==> config.mk <==
export PLATFORM = sky130hd
export DESIGN_NAME = ftlv_top
export DESIGN_NICKNAME = d
export VERILOG_FILES = /design/src/core/ftlv_pkg.sv /design/src/core/ftlv_top.sv /design/src/core/ftlv_timer.sv
export VERILOG_INCLUDE_DIRS = /design/src /design/src/core
export SDC_FILE = /design/constraint.sdc
export NUM_CORES = 1
export LEC_CHECK = 0
export ABC_AREA = 0
export BUFFER_PORTS_ARGS = -buffer_cell sky130_fd_sc_hd__buf_2
export CAP_MARGIN = 30
export CORE_ASPECT_RATIO = 1.25
export CORE_MARGIN = 4
export CORE_UTILIZATION = 25
export CTS_BUF_LIST = sky130_fd_sc_hd__clkbuf_8
export CTS_CLUSTER_SIZE = 30
export DETAILED_ROUTE_END_ITERATION = 16
export GPL_TIMING_DRIVEN = 0
export PLACE_DENSITY = 0.42
export SLEW_MARGIN = 40
export SYNTH_ARGS = -nofsm -noshare
export SYNTH_HDL_FRONTEND = slang
export SYNTH_HIERARCHICAL = 1
export SYNTH_SLANG_ARGS = --single-unit
==> constraint.sdc <==
create_clock -name i_clk -period 3.6 [get_ports i_clk]
set_clock_uncertainty 0.05 [all_clocks]
set_input_delay 0.9 -clock i_clk [delete_from_list [all_inputs] [get_ports i_clk]]
set_output_delay 0.9 -clock i_clk [all_outputs]
set_load 0.01 [all_outputs]
==> src/core/ftlv_regs.svh <==
/*
 * Register offsets, field positions, reset values and timing constants of the
 * flash timeout and low-voltage configuration block.
 * Assumes it is included by bare name from files under core/.
 */
`ifndef FTLV_REGS_SVH
`define FTLV_REGS_SVH

// ---------------------------------------------------------------------------
// Register offsets.
// ---------------------------------------------------------------------------
`define FTLV_ADDR_LV_CFG 8'h04
`define FTLV_ADDR_TIMER 8'h05
`define FTLV_ADDR_CTRL 8'h06

// ---------------------------------------------------------------------------
// Field positions.
// ---------------------------------------------------------------------------
`define FTLV_LV_RUN_LSB 0
`define FTLV_LV_RUN_MSB 2
`define FTLV_LV_START_LSB 3
`define FTLV_LV_START_MSB 5
`define FTLV_LV_SHDN_BIT 6
`define FTLV_LV_CONSTV_BIT 7
`define FTLV_CTRL_MODE_LSB 0
`define FTLV_CTRL_MODE_MSB 1
`define FTLV_CTRL_OUTON_BIT 3

// ---------------------------------------------------------------------------
// Reset values and the threshold-off code.
// ---------------------------------------------------------------------------
`define FTLV_RST_LV_RUN 3'h4
`define FTLV_RST_LV_START 3'h5
`define FTLV_RST_TIMER 8'h23
`define FTLV_THRESH_OFF 3'h0

// ---------------------------------------------------------------------------
// Timing.
// ---------------------------------------------------------------------------
`define FTLV_CLK_HZ 10000000
`define FTLV_MS_PER_S 1000
`define FTLV_CYC_PER_MS (`FTLV_CLK_HZ / `FTLV_MS_PER_S)
`define FTLV_SLOPE_BREAK 8'h80
`define FTLV_FINE_STEP_MS 2
`define FTLV_COARSE_BASE_CODE 127
`define FTLV_COARSE_STEP_MS 8
`define FTLV_COARSE_BASE_MS 256

`endif

==> src/core/ftlv_pkg.sv <==
/*
 * Types shared by the flash timeout and low-voltage configuration block.
 * Assumes nothing beyond a SystemVerilog compiler.
 */
`default_nettype none

package ftlv_pkg;

	typedef enum logic [1:0]
	{
		FTLV_MODE_OFF = 2'b00,
		FTLV_MODE_IND = 2'b01,
		FTLV_MODE_ASSIST = 2'b10,
		FTLV_MODE_FLASH = 2'b11
	} ftlv_mode_e;

	typedef enum logic [1:0]
	{
		FTLV_ST_IDLE = 2'b00,
		FTLV_ST_FLASH = 2'b01,
		FTLV_ST_BLOCKED = 2'b10
	} ftlv_state_e;

	typedef logic [10:0] ftlv_ms_t;

endpackage

`default_nettype wire

==> src/core/ftlv_top.sv <==
/*
 * Flash timeout and low-voltage configuration registers with startup supply
 * check, constant-voltage select and flash pulse timing.
 * Assumes a two-wire bus slave outside that presents decoded single-cycle
 * register reads and writes, and an analog comparator that reports the supply
 * below the selected startup threshold.
 */
// Overview of operation
// Enable rising with low supply and shutdown clear: reduced current, fault set.
// Enable rising with low supply and shutdown set: stay off, fault set.
// Low-voltage shutdown select is read/write bit 6, reset 0.
// Constant-voltage bit clear: normal operation chosen by the mode field.
// Constant-voltage bit set: both boost outputs held at 5 V; bit resets 0.
// Host clears mode, output enable and torch enable before setting constant-voltage.
// Timer code 0h to 7Fh: 2 ms steps, 2 ms to 256 ms.
// Codes 80h and up: (code-127)*8+256 ms, up to 1280 ms.
// Flash timer register at address 5, read/write, reset 23h (72 ms).
// Startup threshold code 0 disables the check, 1-7 rising, reset 5h.
// Flash mode: output enable and mode cleared when the flash pulse ends.
// Timer starts with the flash pulse and ends it at the programmed duration.
`include "ftlv_regs.svh"
`default_nettype none

module ftlv_top #(
	parameter int CYC_PER_MS = `FTLV_CYC_PER_MS
) (
	// Clock and reset.
	input wire logic i_clk,
	input wire logic i_rst_b,
	// Register access from the two-wire bus slave.
	input wire logic [7:0] i_reg_addr,
	input wire logic [7:0] i_reg_wdata,
	input wire logic i_reg_wr,
	input wire logic i_reg_rd,
	output logic [7:0] o_reg_rdata,
	// Analog and fault interface.
	input wire logic i_vin_below_start,
	input wire logic i_fault_clr,
	output logic [2:0] o_start_thresh,
	output logic [2:0] o_run_thresh,
	output logic o_fault_uvlo,
	// Driver control.
	output ftlv_pkg::ftlv_mode_e o_mode,
	output logic o_sink_enable,
	output logic o_reduced_current,
	output logic o_const_v_boost_outputs,
	output logic o_flash_active
);
	import ftlv_pkg::*;

	typedef struct packed
	{
		logic [2:0] lv_run;
		logic [2:0] lv_start;
		logic lv_shdn;
		logic const_v;
		logic [7:0] timer_code;
		ftlv_mode_e mode;
		logic out_on;
		ftlv_state_e state;
		logic reduced;
		logic fault;
		logic [7:0] rdata;
	} ftlv_s;

	ftlv_s cur_ff;
	ftlv_s nxt_cur;
	logic wr_lv;
	logic wr_timer;
	logic wr_ctrl;
	logic new_out_on;
	ftlv_mode_e new_mode;
	logic out_on_rise;
	logic low_at_start;
	logic tmr_start;
	logic tmr_done;
	logic tmr_busy;

	// -----------------------------------------------------------------------
	// Address decode.
	// -----------------------------------------------------------------------
	assign wr_lv = i_reg_wr && (i_reg_addr == `FTLV_ADDR_LV_CFG);
	assign wr_timer = i_reg_wr && (i_reg_addr == `FTLV_ADDR_TIMER);
	assign wr_ctrl = i_reg_wr && (i_reg_addr == `FTLV_ADDR_CTRL);
	assign new_out_on = wr_ctrl ? i_reg_wdata[`FTLV_CTRL_OUTON_BIT] : cur_ff.out_on;
	assign new_mode = wr_ctrl
		? ftlv_mode_e'(i_reg_wdata[`FTLV_CTRL_MODE_MSB:`FTLV_CTRL_MODE_LSB])
		: cur_ff.mode;
	assign out_on_rise = new_out_on && !cur_ff.out_on;
	// Threshold code 0 turns the startup check off. see
	assign low_at_start = i_vin_below_start && (cur_ff.lv_start != `FTLV_THRESH_OFF);
	// The startup check and the flash timer only act in flash mode.
	assign tmr_start = out_on_rise && (new_mode == FTLV_MODE_FLASH)
		&& !(low_at_start && cur_ff.lv_shdn) && !cur_ff.const_v;

	ftlv_timer #(
		.CYC_PER_MS(CYC_PER_MS)
	) u_timer (
		.i_clk(i_clk),
		.i_rst_b(i_rst_b),
		.i_start(tmr_start),
		.i_stop(!new_out_on),
		.i_code(cur_ff.timer_code),
		.o_busy(tmr_busy),
		.o_done(tmr_done)
	);

	// -----------------------------------------------------------------------
	// Next-state logic.
	// -----------------------------------------------------------------------
	always_comb
	begin
		nxt_cur = cur_ff;
		if (wr_lv)
		begin
			nxt_cur.lv_run = i_reg_wdata[`FTLV_LV_RUN_MSB:`FTLV_LV_RUN_LSB];
			nxt_cur.lv_start = i_reg_wdata[`FTLV_LV_START_MSB:`FTLV_LV_START_LSB];
			nxt_cur.lv_shdn = i_reg_wdata[`FTLV_LV_SHDN_BIT];
			nxt_cur.const_v = i_reg_wdata[`FTLV_LV_CONSTV_BIT];
		end
		if (wr_timer)
			nxt_cur.timer_code = i_reg_wdata;
		nxt_cur.out_on = new_out_on;
		nxt_cur.mode = new_mode;
		if (i_fault_clr)
			nxt_cur.fault = 1'b0;
		case (cur_ff.state)
			FTLV_ST_IDLE:
			begin
				if (out_on_rise && (new_mode == FTLV_MODE_FLASH) && !cur_ff.const_v)
				begin
					if (low_at_start)
					begin
						nxt_cur.fault = 1'b1;
						nxt_cur.reduced = !cur_ff.lv_shdn;
						nxt_cur.state = cur_ff.lv_shdn ? FTLV_ST_BLOCKED : FTLV_ST_FLASH;
					end
					else
					begin
						nxt_cur.reduced = 1'b0;
						nxt_cur.state = FTLV_ST_FLASH;
					end
				end
			end
			FTLV_ST_FLASH:
			begin
				if (tmr_done)
				begin
					nxt_cur.out_on = 1'b0;
					nxt_cur.mode = FTLV_MODE_OFF;
					nxt_cur.state = FTLV_ST_IDLE;
					nxt_cur.reduced = 1'b0;
				end
				else if (!new_out_on || (new_mode != FTLV_MODE_FLASH))
				begin
					nxt_cur.state = FTLV_ST_IDLE;
					nxt_cur.reduced = 1'b0;
				end
			end
			FTLV_ST_BLOCKED:
			begin
				if (!new_out_on)
					nxt_cur.state = FTLV_ST_IDLE;
			end
			default:
			begin
				nxt_cur.state = FTLV_ST_IDLE;
			end
		endcase
		if (i_reg_rd)
		begin
			case (i_reg_addr)
				`FTLV_ADDR_LV_CFG:
					nxt_cur.rdata = {cur_ff.const_v, cur_ff.lv_shdn, cur_ff.lv_start,
						cur_ff.lv_run};
				`FTLV_ADDR_TIMER:
					nxt_cur.rdata = cur_ff.timer_code;
				`FTLV_ADDR_CTRL:
					nxt_cur.rdata = {4'h0, cur_ff.out_on, 1'b0, cur_ff.mode};
				default:
					nxt_cur.rdata = 8'h00;
			endcase
		end
	end

	always_ff @(posedge i_clk or negedge i_rst_b)
	begin
		if (!i_rst_b)
		begin
			cur_ff <= '0;
			cur_ff.lv_run <= `FTLV_RST_LV_RUN;
			cur_ff.lv_start <= `FTLV_RST_LV_START;
			cur_ff.timer_code <= `FTLV_RST_TIMER;
		end
		else
		begin
			cur_ff <= nxt_cur;
		end
	end

	// -----------------------------------------------------------------------
	// Outputs.
	// -----------------------------------------------------------------------
	assign o_reg_rdata = cur_ff.rdata;
	assign o_start_thresh = cur_ff.lv_start;
	assign o_run_thresh = cur_ff.lv_run;
	assign o_fault_uvlo = cur_ff.fault;
	// Constant-voltage mode replaces LED drive; otherwise the mode field rules. see
	assign o_mode = cur_ff.const_v ? FTLV_MODE_OFF : cur_ff.mode;
	assign o_const_v_boost_outputs = cur_ff.const_v;
	assign o_sink_enable = cur_ff.out_on && !cur_ff.const_v
		&& (cur_ff.state != FTLV_ST_BLOCKED);
	assign o_reduced_current = cur_ff.reduced && (cur_ff.state == FTLV_ST_FLASH);
	assign o_flash_active = (cur_ff.state == FTLV_ST_FLASH) && tmr_busy;

endmodule

`default_nettype wire

==> src/core/ftlv_timer.sv <==
/*
 * Flash duration timer: converts the eight-bit code to milliseconds and
 * pulses o_done once that time has passed after i_start.
 * Assumes one clock and a start pulse only while the timer is idle or to restart it.
 */
`include "ftlv_regs.svh"
`default_nettype none

module ftlv_timer #(
	parameter int CYC_PER_MS = `FTLV_CYC_PER_MS
) (
	// Clock and reset.
	input wire logic i_clk,
	input wire logic i_rst_b,
	// Control.
	input wire logic i_start,
	input wire logic i_stop,
	input wire logic [7:0] i_code,
	// Status.
	output logic o_busy,
	output logic o_done
);
	import ftlv_pkg::*;

	typedef struct packed
	{
		logic busy;
		logic done;
		logic [15:0] div;
		ftlv_ms_t ms_left;
	} ftlv_tmr_s;

	ftlv_tmr_s cur_ff;
	ftlv_tmr_s nxt_cur;
	ftlv_ms_t dur_ms;
	logic ms_tick;

	// -----------------------------------------------------------------------
	// Two-slope code to milliseconds.
	// -----------------------------------------------------------------------
	always_comb
	begin
		if (i_code < `FTLV_SLOPE_BREAK)
			dur_ms = 11'((i_code + 11'd1) * `FTLV_FINE_STEP_MS);
		else
			dur_ms = 11'((i_code - `FTLV_COARSE_BASE_CODE) * `FTLV_COARSE_STEP_MS
				+ `FTLV_COARSE_BASE_MS);
	end

	assign ms_tick = (cur_ff.div == 16'(CYC_PER_MS - 1));

	always_comb
	begin
		nxt_cur = cur_ff;
		nxt_cur.done = 1'b0;
		if (i_start)
		begin
			nxt_cur.busy = 1'b1;
			nxt_cur.div = 16'h0000;
			nxt_cur.ms_left = dur_ms;
		end
		else if (i_stop)
		begin
			nxt_cur.busy = 1'b0;
		end
		else if (cur_ff.busy)
		begin
			nxt_cur.div = ms_tick ? 16'h0000 : 16'(cur_ff.div + 16'h0001);
			if (ms_tick)
			begin
				nxt_cur.ms_left = 11'(cur_ff.ms_left - 11'h001);
				if (cur_ff.ms_left == 11'h001)
				begin
					nxt_cur.busy = 1'b0;
					nxt_cur.done = 1'b1;
				end
			end
		end
	end

	always_ff @(posedge i_clk or negedge i_rst_b)
	begin
		if (!i_rst_b)
			cur_ff <= '0;
		else
			cur_ff <= nxt_cur;
	end

	assign o_busy = cur_ff.busy;
	assign o_done = cur_ff.done;

endmodule

`default_nettype wire

==> flow_summary.toml, run 1 <==
[outcome]
outcome = "complete, no violations"

[yosys]
synth_seq_cells = 60
syn_area_per_cell_um2 = 9.64
synth_top_family_by_area = "simple AND/OR/NAND/NOR gates"
synth_xor_area_frac = 0.0244
synth_cell_type_count = 57
synthArstFlopShare = 1.00
syn_inst = 372
synth_fa_ha_area_frac = 0.0174
synth_edf_count = 0
muxShareOfSynthArea = 0.102
yosysWarnings = 6
ys.flop_type = "dfrtp_1"
synth_nets = 399
netlist_area_um2 = 3590
ys_seq_area_frac = 0.421
synth_compound_area_frac = 0.119
synth_simple_gate_area_share = 0.249

[power]
peakVddDrop_mv = 0.223
leakage_nw = 1.95
p_per_area_nw_per_um2 = 356

[timing]
tightest_slew_ns = 0.636
layout_min_cycle_time_ns = 3.42
setup_violations = 0
slew_violations = 0
finalCritPeriodShare = 0.951
fmax_ghz = 0.292
postLayoutSetupSlackWorst_ns = 0.175
holdWs_ns = 0.401
finalSetupTns_ns = 0
slew_headroom = 0.574
hold_viol = 0

[die]
start_util = 0.257
die_x_um = 115
core_um2 = 13900
fp-row-count = 48
ios = 43
die-area_um2 = 16300
dieHeight_um = 142

[worst_setup_path]
timing.rr.start = "o_start_thresh[1]$_DFFE_PN0P_"
critical_path.top_delay_family = "simple AND/OR/NAND/NOR gates"
timing_worst_setup_path_type = "primary input to flop"
cp_num_cells = 11
slowest_stage = "or4_4"
worst_setup_path_start_kind = "primary input"
worstPathCellList = "buf_2 > or4_4 > or3_1 > buf_6 > mux2i_4 > and3b_1 > and3_2 > and3_1 > buf_2 > nor4b_2 > o311ai_1"
critPathRequiredTime_ns = 3.78
rr_worst_depth = 7
worstReg2RegEnd = "u_timer/cur_ff[8]$_DFFE_PN0P_"
cp.arrival_ns = 3.60
path_buf_inv = 3
r2r_setup_slack_ns = 0.98
crit_top_cell = "buf_2"
critical_path.max_stage_delay_ns = 0.58
crit_path_end_kind = "flop"
crit_fanout = 6
startpoint = "i_reg_addr[5]"

[clocking]
numCtsBuffers = 9
cts-root-buf = "clkbuf_8"
clock-sinks = 60
clk_pin_slew_worst_paths_ns = 0.07
clk_path_buf_depth = 2
tritoncts = "yes"
htree_levels = 3
clkLatencyLatePin_ns = 0.34

[cells_and_area]
area_delta_synth_final_pct = 19.5
antenna_cells = 0
finalInstanceArea_um2 = 4290
drive_above_1_share = 0.265
utilization = 0.308
final_nets = 452

[grt]
use_met1 = 0.156
busiest_layer = "met2"
overflow = 0
antenna_found_initial = 0
grt_util_met3 = 0.0273
grt_max_degree = 40
grt_pass1_wl_mm = 16.2
grtUsageTotal = 0.124
grt_pass1_vias = 3131
use_met2 = 0.209

[place]
pre_cts_ws_ns = -0.283
hpwl_mm = 7.11
placement.io_buffers = 40
place_area_um2 = 4030
globalplace.congestion = 0.772

[route]
post_drt_wl_per_cell_um = 15.7
vias = 2954
drt-vias-per-instance = 4.88
drt_iter0_markers = 71
dr.pass1.iters = 4
wl_mm = 9.48
route.detailed.drc = 0
antenna_left = 0

[job]
cap_violations = 0

[min_path]
hold_path.class = "primary input to asynchronous set/reset pin"
-- layout make-up --
class	count	area [µm²]
Sequential cell	60	1510
Buffer	28	175
Fill cell	1491	9650
Inverter	18	67.6
Timing Repair Buffer	42	230
Tap cell	175	219
Clock buffer	12	165
Clock inverter	4	71.3
Multi-Input combinational cell	266	1850
-- synth_stat cells, drive strengths merged (2+ instances only) --
| cell type | instances | area [µm²] |
|---|---|---|
| nand3 | 17 | 85.1 |
| a21oi | 14 | 70.1 |
| a21o | 4 | 30.0 |
| nand4 | 9 | 56.3 |
| o22ai | 12 | 75.1 |
| nor2b | 7 | 43.8 |
| ha | 5 | 62.6 |
| mux2 | 17 | 191 |
| or4 | 5 | 48.8 |
| dfrtp | 54 | 1350 |
| nand4b | 5 | 43.8 |
| a31oi | 5 | 31.3 |
| buf | 19 | 141 |
| and3 | 10 | 62.6 |
| inv | 18 | 67.6 |
| mux2i | 16 | 173 |
| nand2 | 26 | 97.6 |
| dfstp | 6 | 158 |
| nor3b | 3 | 22.5 |
| clkbuf | 9 | 33.8 |
| a32oi | 3 | 26.3 |
| nor4 | 9 | 86.3 |
| and2 | 2 | 12.5 |
| a211oi | 3 | 22.5 |
| nand3b | 2 | 15.0 |
| nor2 | 28 | 105 |
| nand2b | 6 | 37.5 |
| nor4b | 3 | 32.5 |
| xor2 | 6 | 52.6 |
| o211ai | 3 | 22.5 |
| or3 | 3 | 18.8 |
| a211o | 2 | 17.5 |
| o21ai | 14 | 70.1 |
| nor3 | 9 | 56.3 |
| xnor2 | 4 | 35.0 |
-- cells by family after synthesis --
kind of cell,count (synthesis)
AOI/OAI and AO/OA,67
xor gates and xnor gates,10
and+or+nand+nor,151
buffers and inverters,46
DFF,60
adders and majority gates,5
muxes,33
-- state kept, by name, summed over array words and instances, names as in the netlist --
register / cells
u_timer/cur_ff: 27
cur_ff: 15
o_reg_rdata: 8
o_run_thresh: 3
o_start_thresh: 3
o_const_v_boost_outputs: 1
o_fault_uvlo: 1
u_timer/o_busy: 1
u_timer/o_done: 1
-- what timing repair did --
action / CTS / global route
buffers inserted: 0 / 1
endpoints found under the setup margin: 0 / 11
gates resized for setup: 0 / 4
hold buffers: 0 / 0
-- layout by cell type (no fill, tap or decap), types with 5 or more instances in the layout --
cell      netlist  final
buf_2           2     41
buf_4          16     18
a21oi_1        14     14
nand4_1         9      9
nor2b_1         7      7
clkbuf_8        0     12
inv_1          18     19
a31oi_1         5      5
mux2i_1        15     15
xor2_1          6      6
o21ai_0        12     12
o22ai_1        12     12
nand4b_1        5      5
nor2_1         28     27
dfstp_2         6      6
dfrtp_1        54     54
nand2b_1        6      6
and3_1         10      9
mux2_2         17     17
clkbuf_1        9      9
ha_1            5      5
nand2_1        26     26
nor3_1          8      7
nand3_1        17     17
nor4_1          7      6
-- report_power, final --
| part | internal, W | total [W] | switching (W) | leakage [nW] |
|---|---|---|---|---|
| Clock | 0.000445 | 0.000723 | 0.000279 | 0.120 |
| Sequential | 0.000687 | 0.000704 | 0.0000164 | 0.804 |
| Combinational | 0.0000441 | 0.0000995 | 0.0000554 | 1.03 |
-- layer usage --
metal  vias up  share of wire  routed length, µm
met5         -              0                  0
met4         0          0.018                167
met3        12          0.039                374
met2        67           0.49               4660
met1      1416           0.45               4280
li1       1459              -                  -
-- stage by stage --
step / instances / power, W
4_1_cts: 604 / 0.00156
5_1_grt: 605 / 0.00160
6_report: 605 / 0.00153
3_5_place_dp: 588 / 0.000817
3_3_place_gp: 587 / 0.000814
2_1_floorplan: 372 / 0.000763
-- worst register-to-register path: cells and delay by family, from the launching register on --
kind / cells / cell delay (ns)
buffers and inverters: 2 / 0.83
AND/OR/NAND/NOR: 3 / 0.88
flip-flops: 1 / 0.43
AO/OA/AOI/OAI: 2 / 0.32
-- worst max-delay path by stage --
| stage | to | slack, ns |
|---|---|---|
| global route | u_timer/cur_ff[22]$_DFFE_PN0P_ | -0.004 |
| CTS | u_timer/cur_ff[20]$_DFFE_PN0P_ | 0.09 |
| global placement | u_timer/cur_ff[22]$_DFFE_PN0P_ | -0.53 |
| detailed placement | u_timer/cur_ff[8]$_DFFE_PN0P_ | -0.28 |
| floorplan | u_timer/cur_ff[22]$_DFFE_PN0P_ | 0.12 |
| finish | u_timer/cur_ff[8]$_DFFE_PN0P_ | 0.18 |
Power figures use the tool's default switching activity.
==> inputs of run 2 (changes only) <==
--- a/config.mk
+++ b/config.mk
@@ -11,12 +11,12 @@
 export CAP_MARGIN = 30
 export CORE_ASPECT_RATIO = 1.25
 export CORE_MARGIN = 4
-export CORE_UTILIZATION = 25
+export CORE_UTILIZATION = 41
 export CTS_BUF_LIST = sky130_fd_sc_hd__clkbuf_8
 export CTS_CLUSTER_SIZE = 30
 export DETAILED_ROUTE_END_ITERATION = 16
 export GPL_TIMING_DRIVEN = 0
-export PLACE_DENSITY = 0.42
+export PLACE_DENSITY = 0.61
 export SLEW_MARGIN = 40
 export SYNTH_ARGS = -nofsm -noshare
 export SYNTH_HDL_FRONTEND = slang
==> flow_summary.toml, run 2 (same netlist as run 1, synthesis figures left out) <==
[grt]
grtUsageTotal = 0.173
grt_max_degree = 61
grt_pass1_vias = 2980
antenna_found_initial = 0
overflow = 0
grt_pass1_wl_mm = 14.4

[worst_setup_path]
cp.arrival_ns = 3.65
critical_path.max_stage_delay_ns = 0.59
crit_top_cell = "clkbuf_1"
crit_fanout = 10
critical_path.top_delay_family = "simple AND/OR/NAND/NOR gates"
path_buf_inv = 3
worstPathCellList = "buf_2 > or4_4 > nor4_1 > and3_1 > clkbuf_1 > clkbuf_1 > o21ai_0 > o311ai_0"
worst_setup_path_start_kind = "primary input"
timing_worst_setup_path_type = "primary input to flop"
slowest_stage = "nor4_1"
crit_path_end_kind = "flop"
critPathRequiredTime_ns = 3.78

[cells_and_area]
final_nets = 450
antenna_cells = 0
largest_reg_flops = 27
utilization = 0.493
drive_above_1_share = 0.250
final_cell_mix = "54 x dfrtp_1, 41 x buf_2, 27 x nor2_1"
layout_commonest_cell = "dfrtp_1"
area_delta_synth_final_pct = 15.3
largest_register = "u_timer/cur_ff"

[clocking]
htree_levels = 3
cts-root-buf = "clkbuf_8"
clk_pin_slew_worst_paths_ns = 0.08
clock-sinks = 60
clk_path_buf_depth = 2
clkLatencyLatePin_ns = 0.35
numCtsBuffers = 9
tritoncts = "yes"
cts_hold_buf = 0

[timing]
postLayoutSetupSlackWorst_ns = 0.123
setup_violations = 0
fmax_ghz = 0.288
finalCritPeriodShare = 0.966
holdWs_ns = 0.454
slew_violations = 0
rsz0062_at_grt = "no"
finalSetupTns_ns = 0
tightest_slew_ns = 0.680
hold_viol = 0
slew_headroom = 0.544
layout_min_cycle_time_ns = 3.48

[power]
peakVddDrop_mv = 0.222
p_per_area_nw_per_um2 = 335
leakage_nw = 1.93
finalPower_w = 0.00139

[route]
post_drt_wl_per_cell_um = 15.5
wl_mm = 8.47
route.detailed.drc = 0
dr.pass1.iters = 4
drt-vias-per-instance = 5.48
vias = 2988
antenna_left = 0
drt_iter0_markers = 131

[die]
die-area_um2 = 10300
die_x_um = 91.6
fp-row-count = 37
dieHeight_um = 113
start_util = 0.428
ios = 43
core_um2 = 8380

[place]
globalplace.congestion = 0.817
placement.io_buffers = 40
pre_cts_ws_ns = -0.271
hpwl_mm = 6.16

[min_path]
hold_path.class = "flop to flop"

[outcome]
outcome = "complete, no violations"

[job]
cap_violations = 0
## run 2: cell types whose count changed in the layout (fill, tap and decap cells not counted)
cell        change
bufinv_16       -1
and3_2          -1
buf_6           +1
buf_12          -1
o311ai_0        +1
and3_1          +1
clkinv_2        +1
clkbuf_8        -2
clkinvlp_4      -1
buf_4           -2
o311ai_1        -1
nor4_1          +1
nor4_2          -1
inv_1           +3
## run 2: layer usage
metal | vias to the layer above | part of all wire | wire length (µm) | GRT usage
met5 | - | 0 | 0 | 0
li1 | 1455 | - | - | -
met4 | 0 | 0.017 | 144 | 0.0755
met2 | 57 | 0.51 | 4360 | 0.292
met1 | 1464 | 0.43 | 3670 | 0.210
met3 | 12 | 0.035 | 300 | 0.0382
## run 2: worst paths after layout
check                                               start                              to  slack, ns  depth (start not counted)
setup / recovery                            i_reg_addr[5]   u_timer/cur_ff[8]$_DFFE_PN0P_       0.12                          8
hold / removal             u_timer/cur_ff[10]$_DFFE_PN0P_        u_timer/o_done$_DFF_PN0_       0.45                          1
setup reg to reg            o_start_thresh[1]$_DFFE_PN0P_   u_timer/cur_ff[8]$_DFFE_PN0P_       1.04                          7
hold reg to reg            u_timer/cur_ff[10]$_DFFE_PN0P_        u_timer/o_done$_DFF_PN0_       0.45                          1
max in group asynchronous                         i_rst_b          cur_ff[20]$_DFFE_PN1P_       2.62                          1
min in group asynchronous                         i_rst_b  u_timer/cur_ff[19]$_DFFE_PN0P_       0.46                          1
## run 2: final cells by class
type | count | area, µm²
Fill cell | 804 | 4250
Multi-Input combinational cell | 266 | 1840
Sequential cell | 60 | 1510
Timing Repair Buffer | 40 | 206
Buffer | 28 | 175
Tap cell | 117 | 146
Clock buffer | 10 | 138
Inverter | 18 | 67.6
Clock inverter | 6 | 50.0
## run 2: metrics by stage
stage / instance area [µm²] / cells
global route: 4130 / 545
global placement: 3930 / 529
finish: 4130 / 545
detailed placement: 3940 / 529
CTS: 4130 / 545
floorplan: 3590 / 372
## run 2: worst register-to-register path: cells and delay by family, from the launching register on
| kind | cells | cell delay (ns) |
|---|---|---|
| DFF | 1 | 0.41 |
| AOI/OAI and AO/OA | 2 | 0.31 |
| buffers and inverters | 2 | 0.81 |
| and+or+nand+nor | 3 | 0.87 |
## run 2: report_power, final
| group | switching [W] | total, W | internal (W) |
|---|---|---|---|
| Combinational | 0.0000529 | 0.0000944 | 0.0000415 |
| Sequential | 0.0000158 | 0.000704 | 0.000688 |
| Clock | 0.000260 | 0.000587 | 0.000327 |
| Total | 0.000329 | 0.00139 | 0.00106 |
## run 2: timing repair
item | CTS | global route
buffers inserted | 0 | 0
resized for setup | 0 | 1
endpoints found under the setup margin | 0 | 4
==> inputs of run 3 (changes only) <==
--- a/config.mk
+++ b/config.mk
@@ -17,6 +17,7 @@
 export DETAILED_ROUTE_END_ITERATION = 16
 export GPL_TIMING_DRIVEN = 0
 export PLACE_DENSITY = 0.61
+export SETUP_SLACK_MARGIN = 0.5
 export SLEW_MARGIN = 40
 export SYNTH_ARGS = -nofsm -noshare
 export SYNTH_HDL_FRONTEND = slang
==> flow_summary.toml, run 3 (same netlist as run 1, synthesis figures left out) <==
[route]
dr.pass1.iters = 4
antenna_left = 0
vias = 3000
drt_iter0_markers = 164
route.detailed.drc = 0
drt-vias-per-instance = 5.41
post_drt_wl_per_cell_um = 15.7
wl_mm = 8.74

[cells_and_area]
final_cell_mix = "54 x dfrtp_1, 39 x buf_2, 27 x nor2_1"
finalInstanceArea_um2 = 4390
drive_above_1_share = 0.311
final_nets = 460
largest_reg_flops = 27
antenna_cells = 0
area_delta_synth_final_pct = 22.4
layout_commonest_cell = "dfrtp_1"
largest_register = "u_timer/cur_ff"

[die]
die-area_um2 = 10300
fp-row-count = 37
dieHeight_um = 113
ios = 43
start_util = 0.428
die_x_um = 91.6
core_um2 = 8380

[place]
placement.io_buffers = 40
hpwl_mm = 6.23
place_area_um2 = 4000
globalplace.congestion = 0.842

[grt]
overflow = 0
grt_max_degree = 61
grtUsageTotal = 0.179
antenna_found_initial = 0
grt_pass1_wl_mm = 14.8
grt_pass1_vias = 3030

[timing]
hold_viol = 0
rsz0062_at_grt = "yes"
tightest_slew_ns = 0.607
slew_headroom = 0.593
setup_violations = 0
finalCritPeriodShare = 0.876
slew_violations = 0
layout_min_cycle_time_ns = 3.15
fmax_ghz = 0.317
finalSetupTns_ns = 0

[worst_setup_path]
cp.arrival_ns = 3.35
critPathRequiredTime_ns = 3.80
timing_worst_setup_path_type = "primary input to flop"
crit_fanout = 6
crit_path_end_kind = "flop"
worst_setup_path_start_kind = "primary input"

[clocking]
clk_pin_slew_worst_paths_ns = 0.07
clkLatencyLatePin_ns = 0.35
numCtsBuffers = 9
tritoncts = "yes"
clk_path_buf_depth = 2
clock-sinks = 60
cts-root-buf = "clkbuf_8"
htree_levels = 3

[job]
cap_violations = 0

[power]
peakVddDrop_mv = 0.223
leakage_nw = 2.03
p_per_area_nw_per_um2 = 359

[min_path]
hold_path.class = "flop to flop"

[outcome]
outcome = "complete, no violations"
-- run 3: area by class of cell --
| type | instances | area (µm²) |
|---|---|---|
| inverter | 18 | 67.6 |
| clock inverter | 5 | 98.8 |
| tap | 117 | 146 |
| clock buffer | 11 | 151 |
| sequential | 60 | 1510 |
| timing repair buffer | 50 | 300 |
| fill | 787 | 3990 |
| multi-input combinational | 266 | 1910 |
| buffer | 28 | 200 |
-- run 3: where the power goes --
group | internal, W | switching [W] | leakage, nW | total [W]
sequential | 0.000688 | 0.0000158 | 0.804 | 0.000703
clock | 0.000494 | 0.000277 | 0.131 | 0.000771
combinational | 0.0000445 | 0.0000550 | 1.09 | 0.0000995
-- run 3: timing repair --
action / in CTS / in global routing
buffers inserted: 2 / 8
gates resized for setup: 6 / 5
hold buffers: 0 / 0
pin swaps: 1 / 6
endpoints found under the setup margin: 23 / 29
-- run 3: stage by stage --
stage	util	power, W	std cells	setup slack [ns]	hold WS [ns]
after floorplan	-	0.000763	372	0.248	0.385
after global placement	0.477	0.000810	529	-0.223	0.427
after detailed placement	0.478	0.000813	529	-0.213	0.437
after CTS	0.512	0.00159	547	0.456	0.445
after global routing	0.524	0.00164	555	0.395	0.479
final	0.524	0.00157	555	0.447	0.441
-- run 3: layer usage --
layer / global-route usage / vias up / routed length, µm
li1: - / 1477 / -
met3: 0.0429 / 12 / 360
met2: 0.298 / 58 / 4370
met5: 0 / - / 0
met4: 0.0714 / 0 / 128
met1: 0.223 / 1453 / 3870
-- run 3: worst paths after layout --
kind,endpoint,slack [ns],startpoint,depth (start not counted)
hold reg to reg,u_timer/o_done$_DFF_PN0_,0.44,u_timer/cur_ff[10]$_DFFE_PN0P_,1
setup / recovery,u_timer/cur_ff[8]$_DFFE_PN0P_,0.45,i_reg_addr[5],11
setup reg to reg,u_timer/cur_ff[26]$_DFFE_PN0P_,1.23,u_timer/cur_ff[17]$_DFFE_PN0P_,6
max in group asynchronous,cur_ff[20]$_DFFE_PN1P_,2.63,i_rst_b,1
min in group asynchronous,u_timer/cur_ff[26]$_DFFE_PN0P_,0.47,i_rst_b,1
hold / removal,u_timer/o_done$_DFF_PN0_,0.44,u_timer/cur_ff[10]$_DFFE_PN0P_,1
-- run 3: critical path, cell delays in order --
cell	delay, ns
buf_6	0.09
or4_4	0.56
or3_1	0.38
buf_6	0.13
mux2i_4	0.19
and3b_2	0.24
and3_4	0.20
and3_4	0.15
buf_6	0.12
nor4b_4	0.12
o311ai_1	0.27
